<file path="src/logic/eprom_host_pkg.sv">
// Constants, command codes and controller states for the EPROM programming host
package eprom_host_pkg;
   // ==========================================================
   // Geometry of the memory
   localparam int ADDR_W = 17;
   localparam int DATA_W = 8;
   localparam int ID_LINE_BIT = 9;
   localparam int ID_SEL_BIT = 0;
   localparam logic [16:0] ID_ADDR_BASE = 17'h00200;
   localparam logic [7:0] ERASED_BYTE = 8'hFF;

   // ==========================================================
   // Timing
   localparam int CLK_PERIOD_NS = 40;
   localparam int PULSE_US = 100;
   localparam int PULSE_CYCLES = (PULSE_US * 1000) / CLK_PERIOD_NS;
   localparam int T_ACCESS_NS = 150;
   localparam int ACCESS_CYCLES = (T_ACCESS_NS + CLK_PERIOD_NS - 1) / CLK_PERIOD_NS;
   localparam int T_SETUP_NS = 2000;
   localparam int SETUP_CYCLES = (T_SETUP_NS + CLK_PERIOD_NS - 1) / CLK_PERIOD_NS;
   localparam int MAX_PULSES = 25;
   localparam int TIMER_W = 12;
   localparam int PCNT_W = 5;

   // ==========================================================
   // Commands and states
   typedef enum logic [1:0] {
      OP_READ = 2'h0,
      OP_IDENT = 2'h1,
      OP_PROGRAM = 2'h2
   } host_op_e;

   typedef enum logic [10:0] {
      ST_IDLE = 11'h001,
      ST_FETCH = 11'h002,
      ST_SETUP = 11'h004,
      ST_PULSE = 11'h008,
      ST_VWAIT = 11'h010,
      ST_VSAMPLE = 11'h020,
      ST_CFETCH = 11'h040,
      ST_CWAIT = 11'h080,
      ST_CSAMPLE = 11'h100,
      ST_RWAIT = 11'h200,
      ST_RDONE = 11'h400
   } host_state_e;
endpackage

</file>
<file path="src/logic/eprom_host.sv">
// Pin-level host that reads, identifies and fast-programs a 128K x 8 UV EPROM
// Contract
// - Host drives all eight data bits in parallel while programming.
// - Program mode: select low, gate high, strobe low, supply raised; data is input.
// - Hold address and data stable, then one 100 us low strobe pulse.
// - On mismatch pulse again and recheck, at most 25 pulses per address.
// - Repeat pulse-and-verify for each address in turn up to the last.
// - After programming, read back every address with supplies at read level.
// - Parallel devices share all inputs except select and output gate.
// - Supply high, strobe low: a low select pulse programs that device. The host instead holds select low and pulses the strobe low.
// - Verify: select and gate low, strobe high, supply high; device drives byte.
// - Identify voltage on identify line; lowest address bit picks identifier byte.
// - During identify all other address lines are held low.
// - Decode select per device; tie output gates to the system read strobe.
module eprom_host
   import eprom_host_pkg::*;
(
   // Clock and reset
   input wire logic clk,
   input wire logic reset,
   // Command port
   input wire logic cmd_valid,
   output logic cmd_ready,
   input wire logic [1:0] cmd_op,
   input wire logic [ADDR_W-1:0] cmd_addr,
   input wire logic [ADDR_W-1:0] cmd_last,
   // Byte stream for programming and final check
   output logic data_need,
   input wire logic data_valid,
   input wire logic [DATA_W-1:0] data_byte,
   // Results
   output logic done,
   output logic fail,
   output logic [ADDR_W-1:0] fail_addr,
   output logic [DATA_W-1:0] rd_byte,
   output logic id_parity_ok,
   output logic [PCNT_W-1:0] pulses_used,
   // Memory pins
   output logic [ADDR_W-1:0] word_address_bus,
   output logic [DATA_W-1:0] byte_data_pins_out,
   input wire logic [DATA_W-1:0] byte_data_pins_in,
   output logic byte_data_pins_oe_n,
   output logic chip_select_n,
   output logic output_gate_n,
   output logic program_strobe_n,
   output logic program_supply_high,
   output logic identify_high_voltage
);
   // ==========================================================
   // Helpers
   function automatic logic [ADDR_W-1:0] addr_inc(input logic [ADDR_W-1:0] a);
      addr_inc = ADDR_W'(a + 17'h00001);
   endfunction

   // ==========================================================
   // State
   host_state_e state_ff, nxt_state;
   host_op_e op_ff, nxt_op;
   logic [ADDR_W-1:0] addr_ff, nxt_addr, start_ff, nxt_start, last_ff, nxt_last;
   logic [DATA_W-1:0] data_ff, nxt_data, rd_ff, nxt_rd;
   logic [TIMER_W-1:0] timer_ff, nxt_timer;
   logic [PCNT_W-1:0] pcnt_ff, nxt_pcnt;
   logic done_ff, nxt_done, fail_ff, nxt_fail, par_ff, nxt_par;
   logic [ADDR_W-1:0] faddr_ff, nxt_faddr;

   wire timer_zero = (timer_ff == '0);
   wire byte_match = (byte_data_pins_in == data_ff);
   wire at_last = (addr_ff == last_ff);
   wire in_prog = (state_ff == ST_SETUP) || (state_ff == ST_PULSE) ||
                  (state_ff == ST_VWAIT) || (state_ff == ST_VSAMPLE) || (state_ff == ST_FETCH);
   wire in_read = (state_ff == ST_VWAIT) || (state_ff == ST_VSAMPLE) ||
                  (state_ff == ST_CWAIT) || (state_ff == ST_CSAMPLE) ||
                  (state_ff == ST_RWAIT) || (state_ff == ST_RDONE);
   wire deselect = (state_ff == ST_IDLE) || (state_ff == ST_FETCH) || (state_ff == ST_CFETCH);

   // ==========================================================
   // Sequencer
   always_comb begin
      nxt_state = state_ff;
      nxt_op = op_ff;
      nxt_addr = addr_ff;
      nxt_start = start_ff;
      nxt_last = last_ff;
      nxt_data = data_ff;
      nxt_rd = rd_ff;
      nxt_timer = timer_zero ? timer_ff : TIMER_W'(timer_ff - 12'h001);
      nxt_pcnt = pcnt_ff;
      nxt_done = 1'b0;
      nxt_fail = fail_ff;
      nxt_par = par_ff;
      nxt_faddr = faddr_ff;
      case (state_ff)
         ST_IDLE: begin
            if (cmd_valid) begin
               nxt_op = host_op_e'(cmd_op);
               nxt_addr = cmd_addr;
               nxt_start = cmd_addr;
               nxt_last = cmd_last;
               nxt_fail = 1'b0;
               nxt_timer = TIMER_W'(ACCESS_CYCLES - 1);
               nxt_state = ST_RWAIT;
               if (host_op_e'(cmd_op) == OP_IDENT) begin
                  // Only the identify line and the byte select stay set
                  nxt_addr = ID_ADDR_BASE | {16'h0000, cmd_addr[ID_SEL_BIT]};
               end else if (host_op_e'(cmd_op) == OP_PROGRAM) begin
                  nxt_state = ST_FETCH;
               end
            end
         end
         ST_FETCH: begin
            if (data_valid) begin
               // Whole byte latched once, held on all eight pins
               nxt_data = data_byte;
               nxt_pcnt = '0;
               nxt_timer = TIMER_W'(SETUP_CYCLES - 1);
               nxt_state = ST_SETUP;
            end
         end
         ST_SETUP: begin
            if (timer_zero) begin
               nxt_timer = TIMER_W'(PULSE_CYCLES - 1);
               nxt_pcnt = PCNT_W'(pcnt_ff + 5'h01);
               nxt_state = ST_PULSE;
            end
         end
         ST_PULSE: begin
            // Exact pulse width
            if (timer_zero) begin
               nxt_timer = TIMER_W'(ACCESS_CYCLES - 1);
               nxt_state = ST_VWAIT;
            end
         end
         ST_VWAIT: nxt_state = timer_zero ? ST_VSAMPLE : ST_VWAIT;
         ST_VSAMPLE: begin
            if (byte_match) begin
               // Walk addresses in order, then start the read-level pass
               nxt_addr = at_last ? start_ff : addr_inc(addr_ff);
               nxt_state = at_last ? ST_CFETCH : ST_FETCH;
            end else if (pcnt_ff == PCNT_W'(MAX_PULSES)) begin
               // Give up on this address after the last allowed pulse
               nxt_fail = 1'b1;
               nxt_faddr = addr_ff;
               nxt_done = 1'b1;
               nxt_state = ST_IDLE;
            end else begin
               nxt_timer = TIMER_W'(SETUP_CYCLES - 1);
               nxt_state = ST_SETUP;
            end
         end
         ST_CFETCH: begin
            if (data_valid) begin
               nxt_data = data_byte;
               nxt_timer = TIMER_W'(ACCESS_CYCLES - 1);
               nxt_state = ST_CWAIT;
            end
         end
         ST_CWAIT: nxt_state = timer_zero ? ST_CSAMPLE : ST_CWAIT;
         ST_CSAMPLE: begin
            // Every address compared again at read levels
            if (!byte_match) begin
               nxt_fail = 1'b1;
               nxt_faddr = addr_ff;
               nxt_done = 1'b1;
               nxt_state = ST_IDLE;
            end else if (at_last) begin
               nxt_done = 1'b1;
               nxt_state = ST_IDLE;
            end else begin
               nxt_addr = addr_inc(addr_ff);
               nxt_state = ST_CFETCH;
            end
         end
         ST_RWAIT: nxt_state = timer_zero ? ST_RDONE : ST_RWAIT;
         ST_RDONE: begin
            nxt_rd = byte_data_pins_in;
            // Identifier bytes should show odd parity
            nxt_par = ^byte_data_pins_in;
            nxt_done = 1'b1;
            nxt_state = ST_IDLE;
         end
         default: nxt_state = ST_IDLE;
      endcase
   end

   always_ff @(posedge clk) begin
      if (reset) begin
         state_ff <= ST_IDLE;
         op_ff <= OP_READ;
         addr_ff <= '0;
         start_ff <= '0;
         last_ff <= '0;
         data_ff <= ERASED_BYTE;
         rd_ff <= '0;
         timer_ff <= '0;
         pcnt_ff <= '0;
         done_ff <= 1'b0;
         fail_ff <= 1'b0;
         par_ff <= 1'b0;
         faddr_ff <= '0;
      end else begin
         state_ff <= nxt_state;
         op_ff <= nxt_op;
         addr_ff <= nxt_addr;
         start_ff <= nxt_start;
         last_ff <= nxt_last;
         data_ff <= nxt_data;
         rd_ff <= nxt_rd;
         timer_ff <= nxt_timer;
         pcnt_ff <= nxt_pcnt;
         done_ff <= nxt_done;
         fail_ff <= nxt_fail;
         par_ff <= nxt_par;
         faddr_ff <= nxt_faddr;
      end
   end

   // ==========================================================
   // Pin decode from one-hot state, so no pin can glitch between modes
   assign word_address_bus = addr_ff;
   assign byte_data_pins_out = data_ff;
   // Drive data only with the gate high, never against the device
   assign byte_data_pins_oe_n = !((state_ff == ST_SETUP) || (state_ff == ST_PULSE));
   // Own select and gate per device; everything else may be shared
   assign chip_select_n = deselect;
   assign output_gate_n = !in_read;
   // Strobe low only with select low and supply raised
   assign program_strobe_n = (state_ff != ST_PULSE);
   // High voltages as plain qualifiers
   assign program_supply_high = in_prog;
   assign identify_high_voltage = (op_ff == OP_IDENT) &&
                                  ((state_ff == ST_RWAIT) || (state_ff == ST_RDONE));
   assign cmd_ready = (state_ff == ST_IDLE);
   assign data_need = (state_ff == ST_FETCH) || (state_ff == ST_CFETCH);
   assign done = done_ff;
   assign fail = fail_ff;
   assign fail_addr = faddr_ff;
   assign rd_byte = rd_ff;
   assign id_parity_ok = par_ff;
   assign pulses_used = pcnt_ff;

   logic [TIMER_W-1:0] low_cnt_ff;
   always_ff @(posedge clk) begin
      if (reset) begin
         low_cnt_ff <= '0;
      end else begin
         low_cnt_ff <= program_strobe_n ? '0 : TIMER_W'(low_cnt_ff + 12'h001);
      end
   end
endmodule // eprom_host

</file>
<file path="config.mk">
export PLATFORM = sky130hd
export DESIGN_NAME = eprom_host
export DESIGN_NICKNAME = d
export VERILOG_FILES = /design/src/logic/eprom_host_pkg.sv /design/src/logic/eprom_host.sv
export SDC_FILE = /design/constraint.sdc
export NUM_CORES = 1
export LEC_CHECK = 0
export ABC_AREA = 1
export BUFFER_PORTS_ARGS = -buffer_cell sky130_fd_sc_hd__buf_2
export CORE_MARGIN = 5
export CORE_UTILIZATION = 38
export CTS_CLUSTER_SIZE = 28
export DETAILED_ROUTE_END_ITERATION = 8
export GPL_TIMING_DRIVEN = 0
export SYNTH_ARGS = -nofsm -noshare
export SYNTH_HDL_FRONTEND = slang
export SYNTH_SLANG_ARGS = --single-unit
</file>
<file path="constraint.sdc">
create_clock -name clk -period 2.2 [get_ports clk]
set_input_delay 0.33 -clock clk [delete_from_list [all_inputs] [get_ports clk]]
set_output_delay 0.33 -clock clk [all_outputs]
set_load 0.05 [all_outputs]
</file>
==> run metrics, run 1 <==
status=complete, no violations; Max Transition Viols Final=0; vias in the first global route=6538; setup TNS=0 ns; initial antenna violation count=0; Cell Chain, Critical Path=nor2_4, nand2_4, nor2_8, buf_12, o21ai_4, nand3_1, clkbuf_4; Worst Path Arrival=1.81 ns; Routed WL=approximately 21000 um; worst min path class=in -> reg; type of origin of the critical path=register; placed cells=1356; relative max-transition margin=58.77%; P&R area growth vs syn=25.96%; clk_lat worst skew=between 0.4 and 0.5 ns; RSZ-0062 raised after global routing=yes; P_leak=4.119 nW; first-pass GRT wire length=34340 um; CP endpoint kind=output port; via-per-instance ratio=between 4 and 5; GR Util All Layers=~22%; Num CTS Buffers=17; Synth cell types=42; largest net degree at the start of global routing=17; Routed WL per cell=roughly 15 um; non-filler instance count after layout=1398; fin crit share=between 90% and 100%; Fin Clk Skew=0.008387 ns; Final Critical Period=about 2.1 ns; critical path type=reg -> out; 1st-iter DRT viols=~400; yosys warns=0; Bufs on Longest Clock Path=2; CTS clk-pin slew, worst paths=approximately 0.06 ns; final hold viol count=0; flops & latches, synth=around 120; grt total ovfl=0; Fillers=1855; max-cap violation count=0; Synth Cell Area=around 6600 sq um; max incr delay on CP=between 0.3 and 0.4 ns; Achievable Freq=467.9 MHz; syn nets=1072; final net count=1222; die area=20150 sq um; # clock sinks=approximately 120; Starting Density=38.53%; Die Ht=approximately 140 um; Antenna Nets Post-Route=0; Register Area=between 2000 and 2500 sq um; required time of the worst setup path=roughly 1.9 ns; fraction of layout cells with a size suffix above 1=approximately 22%; # DRC=0; # diodes=0; commonest non-fill, non-tap cells in the layout=224 x nand2_1, 126 x buf_2, 121 x nor2_1; Peak supply drop=about 0.00063 V; Multi-input gate area=about 3600 sq um; CP max stage cell=dfxtp_1; input/output buffers=between 100 and 150; core area=roughly 17000 sq um; Post-DP HPWL=roughly 17000 um; row count=48; routability cong.=approximately 0.93; Final Setup Violations=0; worst-margin pin slew=0.6184 ns; Power Density=1244 nW/um^2; Power, Total=about 10 mW; CTS tree=done; I/O Pins=~120; sequential area share after synthesis=35.39%; Avg Inst Size Synth=around 6.6 sq um; CTS H-tree lvls=4; Syn Inst Count=a little over 1k; Clock Root Buffer=clkbuf_16; vias=~6.9k; die width=roughly 140 um; hold_ws=0.1467 ns; TritonRoute pass-1 iters=5; CP max FO=8; fin util=between 40% and 50%; commonest non-fill, non-tap cell in the layout=nand2_1
metal layers:
layer	track usage, %	up-vias	part of all wire [%]
li1	-	3553	-
met1	31.41	3071	50
met2	31.98	224	42
met3	4.402	28	5.6
met4	7.323	0	1.9
met5	0	-	0
through the flow:
step / instance area, sq um / setup WS (ns)
2_1_floorplan: 6623 / 0.1263
3_3_place_gp: 7510 / -0.03562
3_5_place_dp: 7510 / -0.04366
4_1_cts: 8174 / 0.001974
5_1_grt: 8335 / -0.03608
6_report: 8335 / 0.06300
worst paths after layout:
check	start	end	slack, ns	depth (start not counted)
max	state_ff[10]	program_supply_high	0.06	7
min	data_byte[2]	byte_data_pins_out[2]	0.15	3
max reg2reg	timer_ff[6]	timer_ff[0]	0.18	11
min reg2reg	start_ff[2]	start_ff[2]	0.45	2
cell type report:
| cell class | count | share of cell area (%) |
|---|---|---|
| plain buffers | 37 | 2.447 |
| clock buffers | 20 | 5.479 |
| clock inverters | 12 | 1.846 |
| inverters | 134 | 6.094 |
| multi-input cells | 722 | 43.79 |
| flip-flops and latches | 117 | 28.32 |
| well taps | 225 | 3.377 |
| repair buffers | 131 | 8.646 |
cell usage after synthesis:
cell type	count	area, sq um
nand4_1	27	168.9
nor3_2	1	10.01
o21ai_0	73	365.4
clkbuf_1	17	63.81
nor3b_1	2	15.01
a211oi_1	3	22.52
buf_4	4	30.03
a31oi_1	1	6.260
inv_1	121	454.2
o31a_1	1	8.760
o21ai_2	1	8.760
nor4_1	1	6.260
or2_2	1	6.260
a21boi_2	1	11.26
o21ai_1	16	80.08
a21oi_1	74	370.4
o211ai_1	1	7.510
buf_2	11	55.05
ha_1	6	75.07
nand3b_1	2	15.01
o21a_1	2	15.01
nand3_1	73	365.4
nand3_4	1	17.52
dfxtp_1	117	2342
o21ai_4	1	16.27
nor3_1	12	60.06
nor2_2	7	43.79
xor2_1	16	140.1
nand2_1	227	852.1
buf_6	4	45.04
xnor2_1	12	105.1
nand2_2	14	87.58
buf_1	1	3.750
nor2_8	4	80.08
o22ai_1	2	12.51
nor2_1	129	484.2
nand2_4	5	56.30
a21boi_0	2	15.01
inv_2	12	45.04
nor2_4	3	33.78
inv_4	1	6.260
nand3_2	1	10.01
critical path, delay by kind of cell (launching register included):
family,cells,cell delay (ns)
compound gates,1,0.09
flops,1,0.34
simple gates,4,0.58
buf+inv,2,0.37
flip-flops by register name, summed over array words and instances, names as in the netlist:
register and cells:
word_address_bus 17, start_ff 17, last_ff 17, id_parity_ok 1, state_ff 11, fail_addr 17
done 1, op_ff 2, fail 1, pulses_used 5, rd_byte 8, timer_ff 12
byte_data_pins_out 8
cells by family (layout without fill, tap and decap cells):
group / after synthesis / in the layout / share of synthesized area (%)
AND/OR/NAND/NOR: 510 / 510 / 34.94
AO/OA/AOI/OAI: 178 / 178 / 14.20
buffers and inverters: 171 / 334 / 10.63
flip-flops: 117 / 117 / 35.39
XOR/XNOR: 28 / 28 / 3.706
adder cells (fa/ha/maj): 6 / 6 / 1.134
report_power, final:
group	switching, mW	internal, mW
clock	1.04	1.84
combinational	3.10	1.44
sequential	0.413	2.54
what timing repair did:
action / in CTS / in global routing
hold buffers: 0 / 0
setup buffers: 2 / 8
pin swaps: 3 / 9
resized for setup: 11 / 38
endpoints found under the setup margin: 4 / 27
(Power assumes the default switching activity.)
==> inputs of run 2 (changes only) <==
CTS_BUF_LIST = sky130_fd_sc_hd__clkbuf_4   (was default)
==> run metrics, run 2 (same netlist as run 1, synthesis figures left out) <==
first-pass GRT wire length=34620 um (+0.80%); setup TNS=-0.06920 ns (-0.06920 ns); failing checks=setup timing; # DRC=0 (unchanged); type of origin of the critical path=register; input/output buffers=121 (unchanged); Final Setup Violations=3 (+3); fin util=48.47% (-0.058 points); fin crit share=101.2% (+4.1 points); CP max FO=4 (-4); Worst Path Arrival=1.90 ns (+0.09 ns); fraction of layout cells with a size suffix above 1=24.67% (+2.4 points); clk_lat worst skew=0.56 ns (+0.14 ns); GR Util All Layers=21.85% (+0.24 points); CTS H-tree lvls=4 (unchanged); commonest non-fill, non-tap cells in the layout=222 x nand2_1, 123 x buf_2, 119 x inv_1, 119 x nor2_1, 94 x dfxtp_1; relative max-transition margin=59.10% (+0.33 points); largest net degree at the start of global routing=17 (unchanged); Clock Root Buffer=clkbuf_4; via-per-instance ratio=4.932 (+0.27%); Num CTS Buffers=17 (unchanged); critical path type=reg -> out; TritonRoute pass-1 iters=5 (unchanged); vias in the first global route=6614 (+1.2%); Fin Clk Skew=0.02367 ns (+0.01529 ns); CTS tree=done; cell area after layout=8325 sq um (-0.12%); Max Transition Viols Final=0 (unchanged); row count=48 (unchanged); worst-margin pin slew=0.6135 ns (-0.004878 ns); final net count=1245 (+1.9%); Power Density=1119 nW/um^2 (-10%); Die Ht=142.0 um (unchanged); initial antenna violation count=1 (+1); Starting Density=38.53% (unchanged); 1st-iter DRT viols=451 (+14%); vias=7013 (+2.0%); Achievable Freq=449.0 MHz (-4.0%); P&R area growth vs syn=25.81%; P_leak=4.144 nW (+0.60%); routability cong.=0.9286 (unchanged); status=complete, but fails checks; area post-placement=7510 sq um (unchanged); RSZ-0062 raised after global routing=yes; die area=20150 sq um (unchanged); Antenna Nets Post-Route=0 (unchanged); Final Critical Period=2.227 ns (+0.09000 ns); Final WS setup=-0.02700 ns (-0.09000 ns); commonest non-fill, non-tap cell in the layout=nand2_1; core area=17180 sq um (unchanged); required time of the worst setup path=1.87 ns (about the same); Routed WL per cell=15.38 um (+0.29%); worst min path class=in -> reg; Peak supply drop=0.0005299 V (-16%); Routed WL=21870 um (+2.0%); die width=142.0 um (unchanged); Bufs on Longest Clock Path=2 (unchanged); CP endpoint kind=output port; hold_ws=0.04932 ns (-0.09736 ns); final hold viol count=0 (unchanged); max-cap violation count=0 (unchanged); CTS clk-pin slew, worst paths=0.13 ns (+0.07 ns); grt total ovfl=0 (unchanged); Fillers=1855 (unchanged); # clock sinks=117 (unchanged); Post-DP HPWL=16590 um (unchanged); I/O Pins=122 (unchanged)
==> run 2: changes by cell type in the layout (fill, tap and decap cells not counted), moves of 6 or more <==
| cell | previous run | this run |
|---|---|---|
| dfxtp_2 | 12 | 22 |
| buf_4 | 12 | 28 |
| dlygate4sd3_1 | 0 | 8 |
| clkbuf_16 | 17 | 0 |
| clkbuf_4 | 2 | 20 |
| dfxtp_1 | 104 | 94 |
| nor2_4 | 6 | 12 |
==> run 2: path summary, 6_finish.rpt <==
check	start	to	slack [ns]	cells after the start
min	cmd_last[11]	last_ff[11]	0.05	3
max	state_ff[7]	identify_high_voltage	-0.03	6
min reg2reg	start_ff[2]	start_ff[2]	0.46	2
max reg2reg	state_ff[1]	op_ff[0]	0.09	11
==> run 2: final cells by class <==
cell class / instances / area [sq um] / share of cell area [%]
repair buffers: 154 / 932.1 / 11.20
plain buffers: 37 / 211.5 / 2.540
inverters: 134 / 508.0 / 6.102
well taps: 225 / 281.5 / 3.381
clock buffers: 18 / 135.1 / 1.623
flip-flops and latches: 117 / 2374 / 28.51
multi-input cells: 722 / 3720 / 44.68
clock inverters: 14 / 161.4 / 1.939
diodes: 1 / 2.502 / 0.03006
==> run 2: metal layers <==
layer	wire length (um)	global-route usage (%)	up-vias
met2	9335	32.78	229
met3	1241	4.335	31
met5	0	0	-
met4	400	6.919	0
met1	10890	31.65	3155
li1	-	-	3598
==> run 2: per-stage QoR <==
stage | cells | setup slack [ns] | total power [mW]
2_1_floorplan | 1010 | 0.1263 | 6.144
4_1_cts | 1408 | -0.08341 | 9.120
3_3_place_gp | 1356 | -0.03562 | 7.234
5_1_grt | 1422 | -0.1725 | 10.02
6_report | 1422 | -0.02700 | 9.319
3_5_place_dp | 1356 | -0.04366 | 7.266
==> run 2: report_power, final <==
part / internal (mW) / switching (mW)
clock network: 0.789 / 0.903
logic: 1.54 / 3.14
registers: 2.54 / 0.408
==> run 2: what timing repair did <==
item / CTS / global route
pin swaps: 8 / 12
hold buffers: 8 / 0
endpoints found under the setup margin: 7 / 44
gates cloned: 0 / 0
gates resized for setup: 41 / 56
buffers inserted: 13 / 13
endpoints found under the hold margin: 8 / 0
==> run 2: worst max-delay path, cell delays in order (launching register included) <==
cell	delay, ns
dfxtp_2	0.36
nor2_4	0.13
nand2_4	0.09
nor2_4	0.15
nand4_1	0.15
a211oi_2	0.25
buf_6	0.19
